==> config.mk <==
export PLATFORM = sky130hd
export DESIGN_NAME = cof_regs
export DESIGN_NICKNAME = d
export VERILOG_FILES = /design/src/pkg/cof_pkg.sv /design/src/hw/cof_regs.sv /design/src/hw/cof_path_sel.sv
export SDC_FILE = /design/constraint.sdc
export NUM_CORES = 1
export LEC_CHECK = 0
export BUFFER_PORTS_ARGS = -buffer_cell sky130_fd_sc_hd__buf_2
export CORE_MARGIN = 2
export CORE_UTILIZATION = 40
export DETAILED_ROUTE_END_ITERATION = 12
export MAX_ROUTING_LAYER = met4
export SLEW_MARGIN = 40
export SYNTH_ARGS = -nofsm -noshare
export SYNTH_HDL_FRONTEND = slang
export SYNTH_SLANG_ARGS = --single-unit
==> constraint.sdc <==
create_clock -name CLOCK -period 1.9 [get_ports CLOCK]
set_input_delay 0.19 -clock CLOCK [delete_from_list [all_inputs] [get_ports CLOCK]]
set_output_delay 0.19 -clock CLOCK [all_outputs]
set_load 0.02 [all_outputs]
==> src/pkg/cof_pkg.sv <==
// constants for the comparator offset register bank
package cof_pkg;
  // ****************************************
  // command opcodes
  // ****************************************
  localparam logic [7:0] OPC_RD_DN = 8'hbe;
  localparam logic [7:0] OPC_RD_UP = 8'h90;
  localparam logic [7:0] OPC_WR_UP = 8'h10;
  localparam logic [7:0] OPC_WR_DN = 8'h11;

  // ****************************************
  // field layout
  // ****************************************
  localparam int RET_MSB = 15;
  localparam int RET_LSB = 8;
  localparam int RSV_BIT = 7;
  localparam int THR_MSB = 6;
  localparam int THR_LSB = 0;
  localparam int REG_W   = 16;
  localparam int OFS_W   = 9;
  localparam int NUM_PATHS = 2;
  localparam int PATH_UP   = 0;
  localparam int PATH_DN   = 1;

  // ****************************************
  // nonvolatile defaults
  // ****************************************
  localparam logic [15:0] DN_DEFAULT = 16'h0000;
  localparam logic [15:0] UP_DEFAULT = 16'h0000;
endpackage

==> src/hw/cof_regs.sv <==
// comparator offset register bank with command port and offset outputs
`timescale 1ns/1ps
module cof_regs (
  input  wire logic        CLOCK,
  input  wire logic        RESET,
  input  wire logic        CMD_VALID,
  input  wire logic [7:0]  CMD_OPCODE,
  input  wire logic [15:0] CMD_WDATA,
  output logic             RSP_VALID,
  output logic [15:0]      RSP_DATA,
  output logic             CMD_UNKNOWN,
  input  wire logic        STOP_EDGE_POLARITY,
  input  wire logic        MEAS_START,
  input  wire logic        EARLY_EDGE_UP,
  input  wire logic        EARLY_EDGE_DN,
  output logic signed [8:0] OFFSET_UP,
  output logic signed [8:0] OFFSET_DN,
  output logic             RETURNED_UP,
  output logic             RETURNED_DN
);
  logic [15:0]      comparator_offset_upstream_q;
  logic [15:0]      comparator_offset_downstream_q;
  logic             rsp_valid_q;
  logic [15:0]      rsp_data_q;
  logic             unknown_q;
  logic             is_rd_up;
  logic             is_rd_dn;
  logic             is_wr_up;
  logic             is_wr_dn;
  logic [15:0]      path_reg    [cof_pkg::NUM_PATHS];
  logic             path_edge   [cof_pkg::NUM_PATHS];
  logic signed [8:0] path_ofs   [cof_pkg::NUM_PATHS];
  logic             path_ret    [cof_pkg::NUM_PATHS];

  // ****************************************
  // command decode
  // ****************************************
  assign is_rd_up = CMD_VALID && (CMD_OPCODE == cof_pkg::OPC_RD_UP);
  assign is_rd_dn = CMD_VALID && (CMD_OPCODE == cof_pkg::OPC_RD_DN);
  assign is_wr_up = CMD_VALID && (CMD_OPCODE == cof_pkg::OPC_WR_UP);
  assign is_wr_dn = CMD_VALID && (CMD_OPCODE == cof_pkg::OPC_WR_DN);

  // ****************************************
  // registers
  // ****************************************
  // all 16 bits are stored as written so a read returns exactly what the host sent
  always_ff @(posedge CLOCK) begin
    if (RESET) begin
      comparator_offset_upstream_q <= cof_pkg::UP_DEFAULT;
    end else if (is_wr_up) begin
      comparator_offset_upstream_q <= CMD_WDATA;
    end
  end

  always_ff @(posedge CLOCK) begin
    if (RESET) begin
      comparator_offset_downstream_q <= cof_pkg::DN_DEFAULT;
    end else if (is_wr_dn) begin
      comparator_offset_downstream_q <= CMD_WDATA;
    end
  end

  // ****************************************
  // read response
  // ****************************************
  always_ff @(posedge CLOCK) begin
    if (RESET) begin
      rsp_valid_q <= 1'b0;
    end else begin
      rsp_valid_q <= is_rd_up | is_rd_dn;
    end
  end

  always_ff @(posedge CLOCK) begin
    if (RESET) begin
      rsp_data_q <= 16'h0000;
    end else if (is_rd_dn) begin
      rsp_data_q <= comparator_offset_downstream_q;
    end else if (is_rd_up) begin
      rsp_data_q <= comparator_offset_upstream_q;
    end
  end

  // unknown opcodes are dropped; the pulse lets the host side notice
  always_ff @(posedge CLOCK) begin
    if (RESET) begin
      unknown_q <= 1'b0;
    end else begin
      unknown_q <= CMD_VALID & ~(is_rd_up | is_rd_dn | is_wr_up | is_wr_dn);
    end
  end

  assign RSP_VALID   = rsp_valid_q;
  assign RSP_DATA    = rsp_data_q;
  assign CMD_UNKNOWN = unknown_q;

  // ****************************************
  // offset paths
  // ****************************************
  assign path_reg[cof_pkg::PATH_UP]  = comparator_offset_upstream_q;
  assign path_reg[cof_pkg::PATH_DN]  = comparator_offset_downstream_q;
  assign path_edge[cof_pkg::PATH_UP] = EARLY_EDGE_UP;
  assign path_edge[cof_pkg::PATH_DN] = EARLY_EDGE_DN;

  for (genvar p = 0; p < cof_pkg::NUM_PATHS; p++) begin : g_path
    cof_path_sel u_sel (
      .clock              (CLOCK),
      .reset              (RESET),
      .reg_value          (path_reg[p]),
      .stop_edge_polarity (STOP_EDGE_POLARITY),
      .meas_start         (MEAS_START),
      .early_edge         (path_edge[p]),
      .offset_q           (path_ofs[p]),
      .returned_q         (path_ret[p])
    );
  end

  assign OFFSET_UP   = path_ofs[cof_pkg::PATH_UP];
  assign OFFSET_DN   = path_ofs[cof_pkg::PATH_DN];
  assign RETURNED_UP = path_ret[cof_pkg::PATH_UP];
  assign RETURNED_DN = path_ret[cof_pkg::PATH_DN];

  // ****************************************
  // checks
  // ****************************************
  chk_read_dn_data: assert property (@(posedge CLOCK) disable iff (RESET)
    is_rd_dn |=> (RSP_VALID && RSP_DATA == $past(comparator_offset_downstream_q)))
    else $error("downstream read returned wrong data");
  chk_dn_reset_zero: assert property (@(posedge CLOCK)
    $past(RESET) |-> (comparator_offset_downstream_q == 16'h0000 && !RSP_VALID))
    else $error("downstream register not zero after reset");
  chk_dn_write_store: assert property (@(posedge CLOCK) disable iff (RESET)
    is_wr_dn |=> comparator_offset_downstream_q == $past(CMD_WDATA))
    else $error("downstream write not stored");
  chk_dn_return_sign: assert property (@(posedge CLOCK) disable iff (RESET)
    (EARLY_EDGE_DN && comparator_offset_downstream_q[15] && !is_wr_dn) |=> OFFSET_DN < 0)
    else $error("negative return code not negative");
  chk_up_write_store: assert property (@(posedge CLOCK) disable iff (RESET)
    is_wr_up |=> comparator_offset_upstream_q == $past(CMD_WDATA))
    else $error("upstream write not stored");
  chk_rsv_ignored: assert property (@(posedge CLOCK) disable iff (RESET)
    (!EARLY_EDGE_UP && !RETURNED_UP && !MEAS_START && !STOP_EDGE_POLARITY) |=>
      OFFSET_UP[8:7] == 2'h0)
    else $error("reserved bit leaked into upstream threshold");
  chk_no_spurious_rsp: assert property (@(posedge CLOCK) disable iff (RESET)
    !(is_rd_up || is_rd_dn) |=> !RSP_VALID)
    else $error("response without read command");

  // ****************************************
  // port level checks
  // ****************************************
  // all but chk_dn_hold and chk_up_hold watch the top ports, so a wiring slip between the two paths shows up here
  chk_read_up_data: assert property (@(posedge CLOCK) disable iff (RESET)
    is_rd_up |=>
      (RSP_VALID && RSP_DATA == $past(comparator_offset_upstream_q)))
    else $error("upstream read returned wrong data");
  chk_rsp_data_hold: assert property (@(posedge CLOCK) disable iff (RESET)
    !(is_rd_up || is_rd_dn) |=>
      $stable(RSP_DATA))
    else $error("read data changed without a read");
  chk_unknown_no_rsp: assert property (@(posedge CLOCK) disable iff (RESET)
    CMD_UNKNOWN |->
      !RSP_VALID)
    else $error("unknown opcode produced an answer");
  chk_known_no_flag: assert property (@(posedge CLOCK) disable iff (RESET)
    (is_rd_up || is_rd_dn || is_wr_up || is_wr_dn) |=>
      !CMD_UNKNOWN)
    else $error("mapped opcode flagged as unknown");
  chk_dn_hold: assert property (@(posedge CLOCK) disable iff (RESET)
    !is_wr_dn |=>
      $stable(comparator_offset_downstream_q))
    else $error("downstream register changed without a write");
  chk_up_hold: assert property (@(posedge CLOCK) disable iff (RESET)
    !is_wr_up |=>
      $stable(comparator_offset_upstream_q))
    else $error("upstream register changed without a write");
  chk_dn_ret_value: assert property (@(posedge CLOCK) disable iff (RESET)
    EARLY_EDGE_DN |=>
      OFFSET_DN == $signed({$past(comparator_offset_downstream_q[15]),
                            $past(comparator_offset_downstream_q[15:8])}))
    else $error("downstream return offset not sign extended");
  chk_dn_ret_positive: assert property (@(posedge CLOCK) disable iff (RESET)
    (EARLY_EDGE_DN && !comparator_offset_downstream_q[15]) |=>
      OFFSET_DN >= 0)
    else $error("positive return code not positive");
  chk_up_ret_value: assert property (@(posedge CLOCK) disable iff (RESET)
    EARLY_EDGE_UP |=>
      OFFSET_UP == $signed({$past(comparator_offset_upstream_q[15]),
                            $past(comparator_offset_upstream_q[15:8])}))
    else $error("upstream return offset not applied");
  chk_dn_returned_flag: assert property (@(posedge CLOCK) disable iff (RESET)
    EARLY_EDGE_DN |=>
      RETURNED_DN)
    else $error("downstream path not on return offset");
  chk_up_returned_flag: assert property (@(posedge CLOCK) disable iff (RESET)
    EARLY_EDGE_UP |=>
      RETURNED_UP)
    else $error("upstream path not on return offset");
  chk_start_clears: assert property (@(posedge CLOCK) disable iff (RESET)
    (MEAS_START && !EARLY_EDGE_DN) |=>
      !RETURNED_DN)
    else $error("measurement start did not restore threshold");
  chk_dn_thr_rise: assert property (@(posedge CLOCK) disable iff (RESET)
    (!EARLY_EDGE_DN && (!RETURNED_DN || MEAS_START) && !STOP_EDGE_POLARITY) |=>
      OFFSET_DN == $signed({2'h0, $past(comparator_offset_downstream_q[6:0])}))
    else $error("downstream rising threshold wrong");
  chk_dn_thr_fall: assert property (@(posedge CLOCK) disable iff (RESET)
    (!EARLY_EDGE_DN && (!RETURNED_DN || MEAS_START) && STOP_EDGE_POLARITY) |=>
      OFFSET_DN == -$signed({2'h0, $past(comparator_offset_downstream_q[6:0])}))
    else $error("downstream falling threshold wrong");
  chk_up_thr_range: assert property (@(posedge CLOCK) disable iff (RESET)
    (!EARLY_EDGE_UP && (!RETURNED_UP || MEAS_START)) |=>
      (OFFSET_UP <= 127 && OFFSET_UP >= -127))
    else $error("upstream threshold out of range");
  chk_outputs_reset: assert property (@(posedge CLOCK)
    $past(RESET) |->
      (OFFSET_UP == 0 && OFFSET_DN == 0 && !RETURNED_UP && !RETURNED_DN && !CMD_UNKNOWN))
    else $error("path outputs not cleared by reset");
endmodule

==> src/hw/cof_path_sel.sv <==
// per-path comparator offset selection: threshold before early edge, return after
`timescale 1ns/1ps
module cof_path_sel (
  input  wire logic                      clock,
  input  wire logic                      reset,
  input  wire logic [cof_pkg::REG_W-1:0] reg_value,
  input  wire logic                      stop_edge_polarity,
  input  wire logic                      meas_start,
  input  wire logic                      early_edge,
  output logic signed [cof_pkg::OFS_W-1:0] offset_q,
  output logic                           returned_q
);
  logic                           returned_d;
  logic [cof_pkg::OFS_W-1:0]      thr_mag;
  logic [cof_pkg::OFS_W-1:0]      thr_ofs;
  logic [cof_pkg::OFS_W-1:0]      ret_ofs;
  logic [cof_pkg::OFS_W-1:0]      offset_d;

  // ****************************************
  // early edge flag
  // ****************************************
  // an early edge in the same cycle as a new measurement start wins
  assign returned_d = early_edge | (returned_q & ~meas_start);

  always_ff @(posedge clock) begin
    if (reset) begin
      returned_q <= 1'b0;
    end else begin
      returned_q <= returned_d;
    end
  end

  // ****************************************
  // offset forming
  // ****************************************
  // bit 7 never enters either field, so a stray host write there is harmless
  assign thr_mag = {2'h0, reg_value[cof_pkg::THR_MSB:cof_pkg::THR_LSB]};
  assign thr_ofs = stop_edge_polarity ? (9'h000 - thr_mag) : thr_mag;
  assign ret_ofs = {reg_value[cof_pkg::RET_MSB], reg_value[cof_pkg::RET_MSB:cof_pkg::RET_LSB]};
  assign offset_d = returned_d ? ret_ofs : thr_ofs;

  always_ff @(posedge clock) begin
    if (reset) begin
      offset_q <= 9'sh000;
    end else begin
      offset_q <= offset_d;
    end
  end

  chk_return_switch: assert property (@(posedge clock) disable iff (reset)
    early_edge |=> offset_q == $signed($past(ret_ofs)))
    else $error("return offset not applied after early edge");
  chk_rising_positive: assert property (@(posedge clock) disable iff (reset)
    (!returned_d && !stop_edge_polarity) |=>
      offset_q == $signed({2'h0, $past(reg_value[6:0])}))
    else $error("rising threshold offset wrong");
  chk_falling_negative: assert property (@(posedge clock) disable iff (reset)
    (!returned_d && stop_edge_polarity) |=>
      offset_q == -$signed({2'h0, $past(reg_value[6:0])}))
    else $error("falling threshold offset wrong");
  chk_return_hold: assert property (@(posedge clock) disable iff (reset)
    (returned_q && !meas_start) |=> returned_q)
    else $error("return state dropped without measurement start");
endmodule

* Yosys cells after proc, flatten, opt, wreduce, memory -nomap -nowiden
Cells that the tools add are included.
Operators by class: add/subtract/negate cells 2, div/mod/pow operators 0, shift operators 0, magnitude comparators 0, mux-type cells 6, reduce and logical (&&, ||, !) cells 5, equality and inequality tests 4, multiply operators 0, bitwise operators 10
Operator list (count):
- 2-to-1 mux 9 bit | 4
- 2-to-1 mux 16 bit | 2
- == test 8 x 5 -> 1 bit (second input constant) | 2
- == test 8 bit (second input constant) | 2
- subtractor 1 x 7 -> 8 bit (first input constant) | 2
- bitwise OR 1 bit | 5
- logical AND 1 bit | 4
- bitwise AND 1 bit | 3
- NOT 1 bit | 2
- nonzero test 2 bit | 1
Storage, ports and cells: RAM bits 0, output and inout bits 38, flip-flop bits (word level) 70, memories kept 0, memory bits (read-only) 0, latch bits 0, logic and storage cells 36

* Longest topological paths before layout
Gate-level depths: netlist of run 1.
depth after elaboration 7, gate-level depth with buffers 6, gate-level depth less buffers 6

* Modules after synthesis
Synthesis of run 1 repeated with hierarchy kept, for this count alone.
Second synthesis, totals: cell total of the unflattened synthesis 324, area, all modules 2854.0 µm²
By module, submodules not included:
- cof_regs | area each 1953.1 µm², instances 1, cells each 226, seq. area each 1001.0 µm²
- cof_path_sel | area each 450.4 µm², instances 2, cells each 49, seq. area each 180.2 µm²

* Worst setup path after synthesis of run 1
No wires, ideal clock.
path type input to register, from input CMD_OPCODE[1], to register rsp_data_q[11] (netlist: RSP_DATA[11]), required time 1.764 ns, stages on the path 4, arrival time 1.540 ns, setup slack 0.224 ns, path buffers 1, setup time 0.136 ns, cells stage by stage or4_4 -> a211oi_4 -> buf_2 -> a211oi_1
Between the ends: word-level cells in the longest chain between the ends 3
Ends and longest elaborated chain:
- start, declared | line cof_regs.sv:7 | input wire logic [7:0] CMD_OPCODE,
- == test 8 bit, on equally long branches | line cof_regs.sv:39, cof_regs.sv:38
- logical AND 1 bit, on equally long branches | line cof_regs.sv:39, cof_regs.sv:38
- 2-to-1 mux 16 bit or nonzero test 2 bit (tied branches)
- end signal, assigned | line cof_regs.sv:78 | rsp_data_q <= comparator_offset_downstream_q;
- end signal, assigned | line cof_regs.sv:80 | rsp_data_q <= comparator_offset_upstream_q;
- end, declared | line cof_regs.sv:24 | logic [15:0] rsp_data_q;
Parallel ways exist; a longest one is shown, timed or not. A chain may end at the register's enable or synchronous reset.

* Worst setup path in the final report of run 1
from register comparator_offset_upstream_q[2], to register g_path[0].u_sel.offset_q[6] (netlist name)
Between the ends: word-level cells in the longest chain between the ends 3
Ends and longest elaborated chain:
- start, declared | line cof_regs.sv:21 | logic [15:0] comparator_offset_upstream_q;
- start signal, assigned | line cof_regs.sv:49 | comparator_offset_upstream_q <= cof_pkg::UP_DEFAULT;
- subtractor 1 x 7 -> 8 bit | line cof_path_sel.sv:38 | assign thr_ofs = stop_edge_polarity ? (9'h000 - thr_mag) : thr_mag;
- 2-to-1 mux 9 bit | line cof_path_sel.sv:38
- 2-to-1 mux 9 bit | line cof_path_sel.sv:40 | assign offset_d = returned_d ? ret_ofs : thr_ofs;
- end signal, assigned | line cof_path_sel.sv:46 | offset_q <= offset_d;
- end, declared | line cof_path_sel.sv:10 | output logic signed [cof_pkg::OFS_W-1:0] offset_q,
No other way between the ends.

==> impl_metrics.json, run 1 <==
{
  "nets": 434,
  "clk-insertion-delay-late_ps": 340,
  "yosysMostFrequentCell": "dfxtp_1",
  "area_delta_synth_final_pct": 25.7,
  "numCtsBuffers": 9,
  "cts_tree": "yes",
  "rows": 30,
  "grt_pass1_wl_microns": 11800,
  "p_int_w": 0.00232,
  "syn-num-nets": 362,
  "final_cells": 502,
  "core_sq_um": 6870,
  "critPathMaxFanout": 7,
  "hold_viol": 0,
  "crit_chain": "nor4_1 > a21boi_0 > xnor2_1 > a211oi_1",
  "clkSinkCount": 68,
  "fillers": 670,
  "tns_ps": 0,
  "power_frac_seq_pct": 48.3,
  "postCtsSetupBuffers": 0,
  "min_period_over_period_pct": 86.0,
  "syn_inst": 329,
  "cp.arrival_ps": 1850,
  "start_kind": "register",
  "power_w": 0.00300,
  "fmax_mhz": 612,
  "switchingPower_w": 0.000677,
  "viasPerCell": 4.97,
  "clock_path_buffers": 2,
  "wl_per_cell_microns": 14.6,
  "io_pins": 69,
  "dp_cells": 486,
  "slew_headroom_pct": 58.6,
  "drive_above_1_share_pct": 27.1,
  "ys.warnings.count": 0,
  "dp_hpwl_microns": 5210,
  "final_antenna_net_count": 0,
  "grt_setup_unrepaired": "no",
  "routed-via-count": 2494,
  "seq_area_frac_synth_pct": 47.5,
  "tightest_slew_ps": 615,
  "outcome": "finished clean",
  "grt_max_degree": 29,
  "clkPwrFrac_pct": 45.6,
  "ys_ff_latch": 68,
  "yosys-top-cells-area": "dfxtp_1, nand2_1, a21oi_1",
  "crit_slowest_cell": "nor4_1",
  "synthArstFlopShare_pct": 0,
  "cp.required_ps": 2120,
  "p_leak_nw": 1.47,
  "worst_ir_drop_vdd_v": 0.000476,
  "regArea_sq_um": 1360,
  "diodes": 0,
  "cts_resized": 0,
  "ys.flop_type": "dfxtp_1",
  "drcViolationCount": 0,
  "yosysTopAreaCellShare_pct": 47.5,
  "period_minus_slack_ps": 1630,
  "drtPass1Iterations": 4,
  "drv_cap": 0,
  "grt_overflow_total": 0,
  "finClkSkew_ps": 10.0,
  "grt_pass1_vias": 2349,
  "port_buffers": 68,
  "worst-setup-path-type": "register to register",
  "drt_iter0_markers": 150,
  "antenna_found_initial": 0,
  "synth_cell_types": 37,
  "cts-htree-levels": 3,
  "finalMaxSlewViolations": 0,
  "cts.clk_slew.worst_paths_ps": 70,
  "p_per_area_nw_per_um2": 832,
  "worst_slack_ps": 266,
  "cp_top_family": "compound AO/OA/AOI/OAI gates",
  "dieArea_sq_um": 7860,
  "synth.avg_cell_area_sq_um": 8.71,
  "whs_ps": 92.0,
  "routed_wl_microns": 7330,
  "crit_buf_inv": 0,
  "sw_frac_of_total_pct": 22.6,
  "max_stage_delay_ps": 430,
  "gp_congestion": 0.857,
  "finalSetupViolations": 0,
  "critPathCaptureType": "register",
  "grt.total_usage_pct": 20.6,
  "yosysTopAreaCell": "dfxtp_1",
  "post-place-ws_ps": 64.1,
  "hold_class": "primary input to register",
  "ys_top_cells_by_count": "dfxtp_1, nand2_1, a21oi_1",
  "die_h_microns": 88.7,
  "start_util_pct": 41.7,
  "fp.dieW_microns": 88.7,
  "cts_hold_buf": 0,
  "combPwrFrac_pct": 6.1,
  "syn_area_sq_um": 2870,
  "multiInputGateArea_sq_um": 1380,
  "cts-root-buf": "clkbuf_8",
  "synth_edf_count": 0
}
[tightest hold or removal path, stage by stage]
cell     delay [ps]
buf_2           100
nand2_1          50
a21oi_1          50
[path summary, 6_finish.rpt]
path / start / end / slack (ps) / cells after the start
max: comparator_offset_upstream_q[2]$_SDFFE_PP0P_ / g_path[0].u_sel.offset_q[6]$_SDFF_PP0_ / 270 / 4
min: CMD_WDATA[7] / comparator_offset_downstream_q[7]$_SDFFE_PP0P_ / 90 / 3
min reg2reg: comparator_offset_downstream_q[7]$_SDFFE_PP0P_ / comparator_offset_downstream_q[7]$_SDFFE_PP0P_ / 460 / 2
max reg2reg: comparator_offset_upstream_q[2]$_SDFFE_PP0P_ / g_path[0].u_sel.offset_q[6]$_SDFF_PP0_ / 270 / 4
[registers in the layout (all words and copies together), names as in the netlist]
| name | flops |
|---|---|
| CMD_UNKNOWN | 1 |
| RSP_DATA | 16 |
| RSP_VALID | 1 |
| comparator_offset_downstream_q | 16 |
| comparator_offset_upstream_q | 16 |
| g_path.u_sel.offset_q | 16 |
| g_path.u_sel.returned_q | 2 |
[placed cells by master, fill, tap and decap left out, drive strengths merged, types with 2 or more instances in the layout]
cell type and count:
xor2 5, nor2 36, nor4 2, nor3 2
or4 2, dfxtp 68, nor2b 3, nand4 2
or3 3, nand2b 4, a21boi 3, ha 2
o31ai 3, bufinv 2, a211oi 29, o21ai 2
a21oi 38, mux2i 18, clkbuf 11, nand2 65
buf 84, clkinvlp 2, xnor2 5, inv 6
[kinds of logic after synthesis]
group	Yosys count	share of synthesized area, %
and+or+nand+nor	125	19.6
AOI/OAI and AO/OA	77	18.2
DFF	68	47.5
buffers and inverters	29	4.45
muxes	18	6.29
xor gates and xnor gates	10	3.06
adders and majority gates	2	0.873
[layer usage]
layer  share of wire [%]  vias up  global-route usage (%)
li1                    -     1271                       -
met2                  45       71                    31.1
met3                 4.3       12                    4.29
met5                   0        -                       -
met4                 1.3        0                    8.13
met1                  49     1140                    27.1
[final cells by class]
type                            count  share of cell area (%)
Timing Repair Buffer               84                    13.5
Clock buffer                       11                    4.20
Tap cell                           96                    3.33
Multi-Input combinational cell    232                    38.2
Sequential cell                    68                    37.8
Inverter                            6                   0.625
Clock inverter                      5                    2.33
[per-stage QoR]
stage / util (%) / cell area (sq um)
after floorplan: - / 2870
after global placement: 49.0 / 3370
after detailed placement: 49.0 / 3370
after CTS: 52.4 / 3600
after global routing: 52.4 / 3600
final: 52.4 / 3600
[power groups by stage]
stage,sequential (W),clock [W],combinational (W)
2_1_floorplan,0.00150,0,0.0000767
3_3_place_gp,0.00148,0,0.000181
3_5_place_dp,0.00148,0,0.000182
4_1_cts,0.00145,0.00139,0.000183
5_1_grt,0.00145,0.00145,0.000199
6_report,0.00145,0.00137,0.000182
No activity file was read; power rests on OpenSTA's default activity.
==> inputs of run 2 (changes only) <==
--- a/config.mk
+++ b/config.mk
@@ -6,10 +6,14 @@
 export NUM_CORES = 1
 export LEC_CHECK = 0
 export BUFFER_PORTS_ARGS = -buffer_cell sky130_fd_sc_hd__buf_2
+export CAP_MARGIN = 0
+export CELL_PAD_IN_SITES_DETAIL_PLACEMENT = 1
+export CELL_PAD_IN_SITES_GLOBAL_PLACEMENT = 2
 export CORE_MARGIN = 2
-export CORE_UTILIZATION = 40
+export CORE_UTILIZATION = 31
 export DETAILED_ROUTE_END_ITERATION = 12
 export MAX_ROUTING_LAYER = met4
+export PLACE_DENSITY_LB_ADDON = 0.1
 export SLEW_MARGIN = 40
 export SYNTH_ARGS = -nofsm -noshare
 export SYNTH_HDL_FRONTEND = slang
==> run 2 against run 1 <==
Against the previous run:
- global-route usage down 1.8 points
- final cell count up 3.2%
- sequential cell count unchanged
- utilization down 12 points
- worst setup slack better by 27 ps
- sequential share of layout area down 0.54 points
- fmax up 1.7%
- first-iteration DRC count down 65%
- clock-buffer cell count unchanged
- critical path type unchanged
- largest cell class unchanged
==> impl_metrics.json, run 2 (same netlist as run 1, synthesis figures left out) <==
{
  "outcome": "finished clean",
  "finalMaxSlewViolations": 0,
  "dieArea_sq_um": 10000,
  "fmax_mhz": 622,
  "path_depth": 4,
  "cts_hold_buf": 0,
  "critPathMaxFanout": 3,
  "hold_viol": 0,
  "sw_frac_of_total_pct": 22.6,
  "grt_overflow_total": 0,
  "grt.total_usage_pct": 18.9,
  "crit_chain": "or3_1 > or3_1 > o311ai_0 > a21oi_1",
  "gp_congestion": 0.747,
  "p_int_w": 0.00243,
  "hold_class": "primary input to register",
  "dp_hpwl_microns": 6110,
  "whs_ps": 88.6,
  "start_util_pct": 31.5,
  "crit_buf_inv": 0,
  "routed_wl_microns": 8510,
  "final_antenna_net_count": 0,
  "slew_headroom_pct": 64.0,
  "nets": 435,
  "min_period_over_period_pct": 84.6,
  "worst_ir_drop_vdd_v": 0.000334,
  "routed-via-count": 2523,
  "numCtsBuffers": 9,
  "power_w": 0.00313,
  "drive_above_1_share_pct": 27.0,
  "cp.required_ps": 2120,
  "finalSetupViolations": 0,
  "cpMostUsedCell": "or3_1",
  "layout_common_cells": "dfxtp_1, buf_2, nand2_1",
  "cp.arrival_ps": 1820,
  "reg2reg_from": "comparator_offset_downstream_q[2]$_SDFFE_PP0P_",
  "cts_resized": 0,
  "r2r_cells": 4,
  "tns_ps": 0,
  "postCtsSetupBuffers": 0,
  "die_h_microns": 100,
  "grt_setup_unrepaired": "no",
  "clk-insertion-delay-late_ps": 350,
  "wl_met2_microns": 4060,
  "clkPwrFrac_pct": 47.8,
  "cts.clk_slew.worst_paths_ps": 80,
  "fp.dieW_microns": 100,
  "cts-root-buf": "clkbuf_8",
  "worst-setup-path-type": "register to register",
  "wl_met1_microns": 4100,
  "grt_max_degree": 33,
  "drcViolationCount": 0,
  "rrSetupSlack_ps": 290,
  "crit_slowest_cell": "or3_1",
  "max_stage_delay_ps": 430,
  "area_delta_synth_final_pct": 27.5,
  "switchingPower_w": 0.000707,
  "tightest_slew_ps": 541,
  "rows": 35,
  "viasPerCell": 4.87,
  "startpoint": "comparator_offset_downstream_q[2]$_SDFFE_PP0P_",
  "holdPathStages": 3,
  "critPathCaptureType": "register",
  "period_minus_slack_ps": 1610,
  "grt_pass1_wl_microns": 13900,
  "io_pins": 69,
  "drt_iter0_markers": 53,
  "core_sq_um": 9110,
  "cp_top_family": "simple AND/OR/NAND/NOR gates",
  "diodes": 0,
  "clkSinkCount": 68,
  "power_frac_seq_pct": 46.2,
  "top_layer": "met4",
  "clock_path_buffers": 2,
  "cts-htree-levels": 3,
  "combPwrFrac_pct": 6.0,
  "cts_tree": "yes",
  "port_buffers": 68,
  "drtPass1Iterations": 5,
  "p_per_area_nw_per_um2": 858,
  "antenna_found_initial": 0,
  "finClkSkew_ps": 10.4,
  "grt_pass1_vias": 2572,
  "wl_met3_microns": 239,
  "drv_cap": 0,
  "wl_per_cell_microns": 16.4,
  "start_kind": "register",
  "hp-start": "CMD_WDATA[3]",
  "p_leak_nw": 1.49
}
==> run 2: cell types whose count changed in the layout (fill, tap and decap cells not counted), sizes merged <==
cell,previous run,this run
bufinv,2,3
buf,84,85
inv,6,7
clkinvlp,2,0
==> run 2: power by group through the flow <==
stage	Clock [W]	Combinational (W)	Sequential, W
floorplan	0	0.0000767	0.00150
global placement	0	0.000189	0.00148
detailed placement	0	0.000190	0.00148
CTS	0.00154	0.000191	0.00145
global route	0.00161	0.000207	0.00145
finish	0.00150	0.000189	0.00145
==> run 2: cell type report <==
class / instances / area (sq um)
timing repair buffer: 85 / 505
fill: 1102 / 5450
multi-input combinational: 232 / 1380
sequential: 68 / 1360
clock inverter: 5 / 108
inverter: 6 / 22.5
tap: 111 / 139
clock buffer: 11 / 141
==> run 2: final timing paths <==
| path | end |
|---|---|
| min | comparator_offset_upstream_q[3]$_SDFFE_PP0P_ |
| max reg2reg | g_path[1].u_sel.offset_q[7]$_SDFF_PP0_ |
| min reg2reg | comparator_offset_downstream_q[7]$_SDFFE_PP0P_ |
| max | g_path[1].u_sel.offset_q[7]$_SDFF_PP0_ |
==> run 2: stage by stage <==
stage / cell area, sq um / setup slack [ps] / util (%) / cells
after global routing: 3650 / 129 / 40.1 / 518
after floorplan: 2870 / 224 / - / 329
after global placement: 3410 / 175 / 37.4 / 502
after CTS: 3650 / 259 / 40.1 / 518
after detailed placement: 3410 / 110 / 37.4 / 502
final: 3650 / 293 / 40.1 / 518
==> run 2: tightest hold or removal path: stages <==
cell and delay, ps:
buf_2 100, nand2_1 50, a21oi_1 50
==> run 2: per-layer routing <==
layer | vias to the layer above | track usage [%]
li1 | 1274 | -
met1 | 1191 | 24.3
met2 | 48 | 29.9
met3 | 10 | 3.06
met4 | 0 | 7.06
met5 | - | -
==> inputs of run 3 (changes only) <==
--- a/config.mk
+++ b/config.mk
@@ -5,12 +5,13 @@
 export SDC_FILE = /design/constraint.sdc
 export NUM_CORES = 1
 export LEC_CHECK = 0
+export ABC_AREA = 1
 export BUFFER_PORTS_ARGS = -buffer_cell sky130_fd_sc_hd__buf_2
 export CAP_MARGIN = 0
 export CELL_PAD_IN_SITES_DETAIL_PLACEMENT = 1
 export CELL_PAD_IN_SITES_GLOBAL_PLACEMENT = 2
 export CORE_MARGIN = 2
-export CORE_UTILIZATION = 31
+export CORE_UTILIZATION = 29
 export DETAILED_ROUTE_END_ITERATION = 12
 export MAX_ROUTING_LAYER = met4
 export PLACE_DENSITY_LB_ADDON = 0.1
==> constraint.sdc (replaced) <==
create_clock -name CLOCK -period 1.7 [get_ports CLOCK]
set_input_delay 0.17 -clock CLOCK [delete_from_list [all_inputs] [get_ports CLOCK]]
set_output_delay 0.17 -clock CLOCK [all_outputs]
set_load 0.02 [all_outputs]
==> run 3 against run 2 <==
Against the previous run:
- sequential share of layout area fell by 0.16 points
- final cell count rose by 18%
- utilization fell by 2.9 points
- critical path type unchanged
- critical endpoint is now g_path[1].u_sel.offset_q[6]$_SDFF_PP0_
- largest cell class is now sequential cells
- largest power group is now sequential cells
==> impl_metrics.json, run 3 <==
{
  "grt.total_usage_pct": 17.8,
  "nets": 509,
  "layout_common_cells": "dfxtp_1, buf_2, a21oi_1",
  "dp_hpwl_microns": 6900,
  "yosysTopAreaCellShare_pct": 45.7,
  "routed-via-count": 2914,
  "placed_cell_area_sq_um": 3500,
  "antenna_found_initial": 0,
  "cp.required_ps": 1940,
  "reg2reg_from": "comparator_offset_downstream_q[0]$_SDFFE_PP0P_",
  "post-place-ws_ps": 203,
  "fp.dieW_microns": 105,
  "viasPerCell": 4.75,
  "drtPass1Iterations": 4,
  "critPathMaxFanout": 6,
  "core_sq_um": 9860,
  "drt_iter0_markers": 64,
  "outcome": "finished clean",
  "numCtsBuffers": 9,
  "startpoint": "comparator_offset_downstream_q[0]$_SDFFE_PP0P_",
  "yosysMostFrequentCell": "dfxtp_1",
  "clkSinkCount": 68,
  "grt_overflow_total": 0,
  "critPathCaptureType": "register",
  "p_per_area_nw_per_um2": 839,
  "worstHoldEndpoint": "comparator_offset_downstream_q[14]$_SDFFE_PP0P_",
  "grt_setup_unrepaired": "no",
  "synth_cell_types": 26,
  "ys.flop_type": "dfxtp_1",
  "yosysTopAreaCell": "dfxtp_1",
  "period_minus_slack_ps": 1330,
  "worst_ir_drop_vdd_v": 0.000334,
  "worst_slack_ps": 369,
  "routed_wl_microns": 9100,
  "final_cells": 613,
  "syn_area_sq_um": 2980,
  "dp_cells": 598,
  "drv_cap": 0,
  "r2r_cells": 7,
  "final_antenna_net_count": 0,
  "cts_resized": 0,
  "port_buffers": 68,
  "worst-setup-path-type": "register to register",
  "synth_edf_count": 0,
  "drcViolationCount": 0,
  "area_delta_synth_final_pct": 23.3,
  "tns_ps": 0,
  "grt_max_degree": 49,
  "grt_pass1_vias": 2852,
  "gp_congestion": 0.750,
  "tightest_slew_ps": 384,
  "fmax_mhz": 752,
  "cts_hold_buf": 0,
  "start_kind": "register",
  "syn_inst": 407,
  "yosys-top-cells-area": "dfxtp_1, a21oi_1, o21ai_1",
  "diodes": 0,
  "hold_viol": 0,
  "hold_class": "primary input to register",
  "fillers": 1266,
  "finalMaxSlewViolations": 0,
  "cts_tree": "yes",
  "start_util_pct": 30.2,
  "dieArea_sq_um": 11100,
  "ys.warnings.count": 0,
  "syn-num-nets": 440,
  "finalSetupViolations": 0,
  "postCtsSetupBuffers": 0,
  "finClkSkew_ps": 6.78,
  "clock_path_buffers": 2,
  "io_pins": 69,
  "clk-insertion-delay-late_ps": 340,
  "cp.arrival_ps": 1570,
  "cts.clk_slew.worst_paths_ps": 70,
  "slew_headroom_pct": 74.4,
  "hp-start": "CMD_WDATA[14]",
  "min_period_over_period_pct": 78.3,
  "ys_ff_latch": 68,
  "rrSetupSlack_ps": 370,
  "rr_endpoint": "g_path[1].u_sel.offset_q[6]$_SDFF_PP0_",
  "final_area_sq_um": 3670,
  "wl_per_cell_microns": 14.8,
  "seq_area_frac_synth_pct": 45.7,
  "cts-htree-levels": 3,
  "synthArstFlopShare_pct": 0,
  "p_leak_nw": 1.66,
  "die_h_microns": 105,
  "cts-root-buf": "clkbuf_8",
  "rows": 36,
  "grt_pass1_wl_microns": 14800,
  "ys_top_cells_by_count": "dfxtp_1, a21oi_1, nand2_1",
  "synth.avg_cell_area_sq_um": 7.32,
  "holdPathStages": 3,
  "drive_above_1_share_pct": 22.1
}
## run 3: power breakdown
group / switching, W / leakage (nW) / internal [W]
sequential: 0.00000659 / 0.551 / 0.00162
combinational: 0.000171 / 1.02 / 0.0000917
clock: 0.000597 / 0.0893 / 0.000598
total: 0.000775 / 1.66 / 0.00231
## run 3: layout make-up
class / count / area [sq um] / share of cell area (%)
flip-flops and latches: 68 / 1360 / 37.1
multi-input cells: 267 / 1320 / 35.9
clock buffers: 13 / 159 / 4.33
inverters: 50 / 188 / 5.11
clock inverters: 2 / 10.0 / 0.273
well taps: 133 / 166 / 4.53
repair buffers: 80 / 468 / 12.7
## run 3: through the flow
step | hold WS (ps) | util, % | power (W)
after floorplan | 314 | - | 0.00181
after global placement | 433 | 35.5 | 0.00192
after detailed placement | 441 | 35.5 | 0.00193
after CTS | 63.6 | 37.2 | 0.00313
after global routing | 81.1 | 37.2 | 0.00323
final | 84.7 | 37.2 | 0.00308
## run 3: worst max-delay path, cell delays in order, from the launching register on
cell and delay, ps:
dfxtp_1 310, inv_1 160, ha_1 200, nand3_1 90, nand2_1 150, a21oi_1 90, o21ai_0 180, inv_1 50
## run 3: logic make-up (layout without fill, tap and decap cells)
group           Yosys count  after routing  share of synthesized area (%)
simple gates            145            145                           22.6
fa+ha+maj                 2              2                          0.840
flops                    68             68                           45.7
xor+xnor                  2              2                          0.588
compound gates          118            118                           20.3
buf+inv                  72            145                           10.0
## run 3: layer usage
metal | part of all wire [%] | track usage (%) | wire (microns) | up-vias
li1 | - | - | - | 1485
met3 | 3.1 | 2.78 | 286 | 15
met4 | 1.6 | 7.71 | 142 | 0
met5 | 0 | - | 0 | -
met1 | 48 | 21.9 | 4340 | 1364
met2 | 48 | 28.8 | 4340 | 50
## run 3: how the worst max path moves through the flow
| stage | endpoint | cells past startpoint |
|---|---|---|
| CTS | g_path[1].u_sel.offset_q[6]$_SDFF_PP0_ | 7 |
| detailed placement | RSP_DATA[0]$_SDFFE_PP0P_ | 9 |
| global placement | RSP_DATA[0]$_SDFFE_PP0P_ | 9 |
| finish | g_path[1].u_sel.offset_q[6]$_SDFF_PP0_ | 7 |
| floorplan | g_path[1].u_sel.offset_q[6]$_SDFF_PP0_ | 5 |
| global route | g_path[0].u_sel.offset_q[6]$_SDFF_PP0_ | 9 |
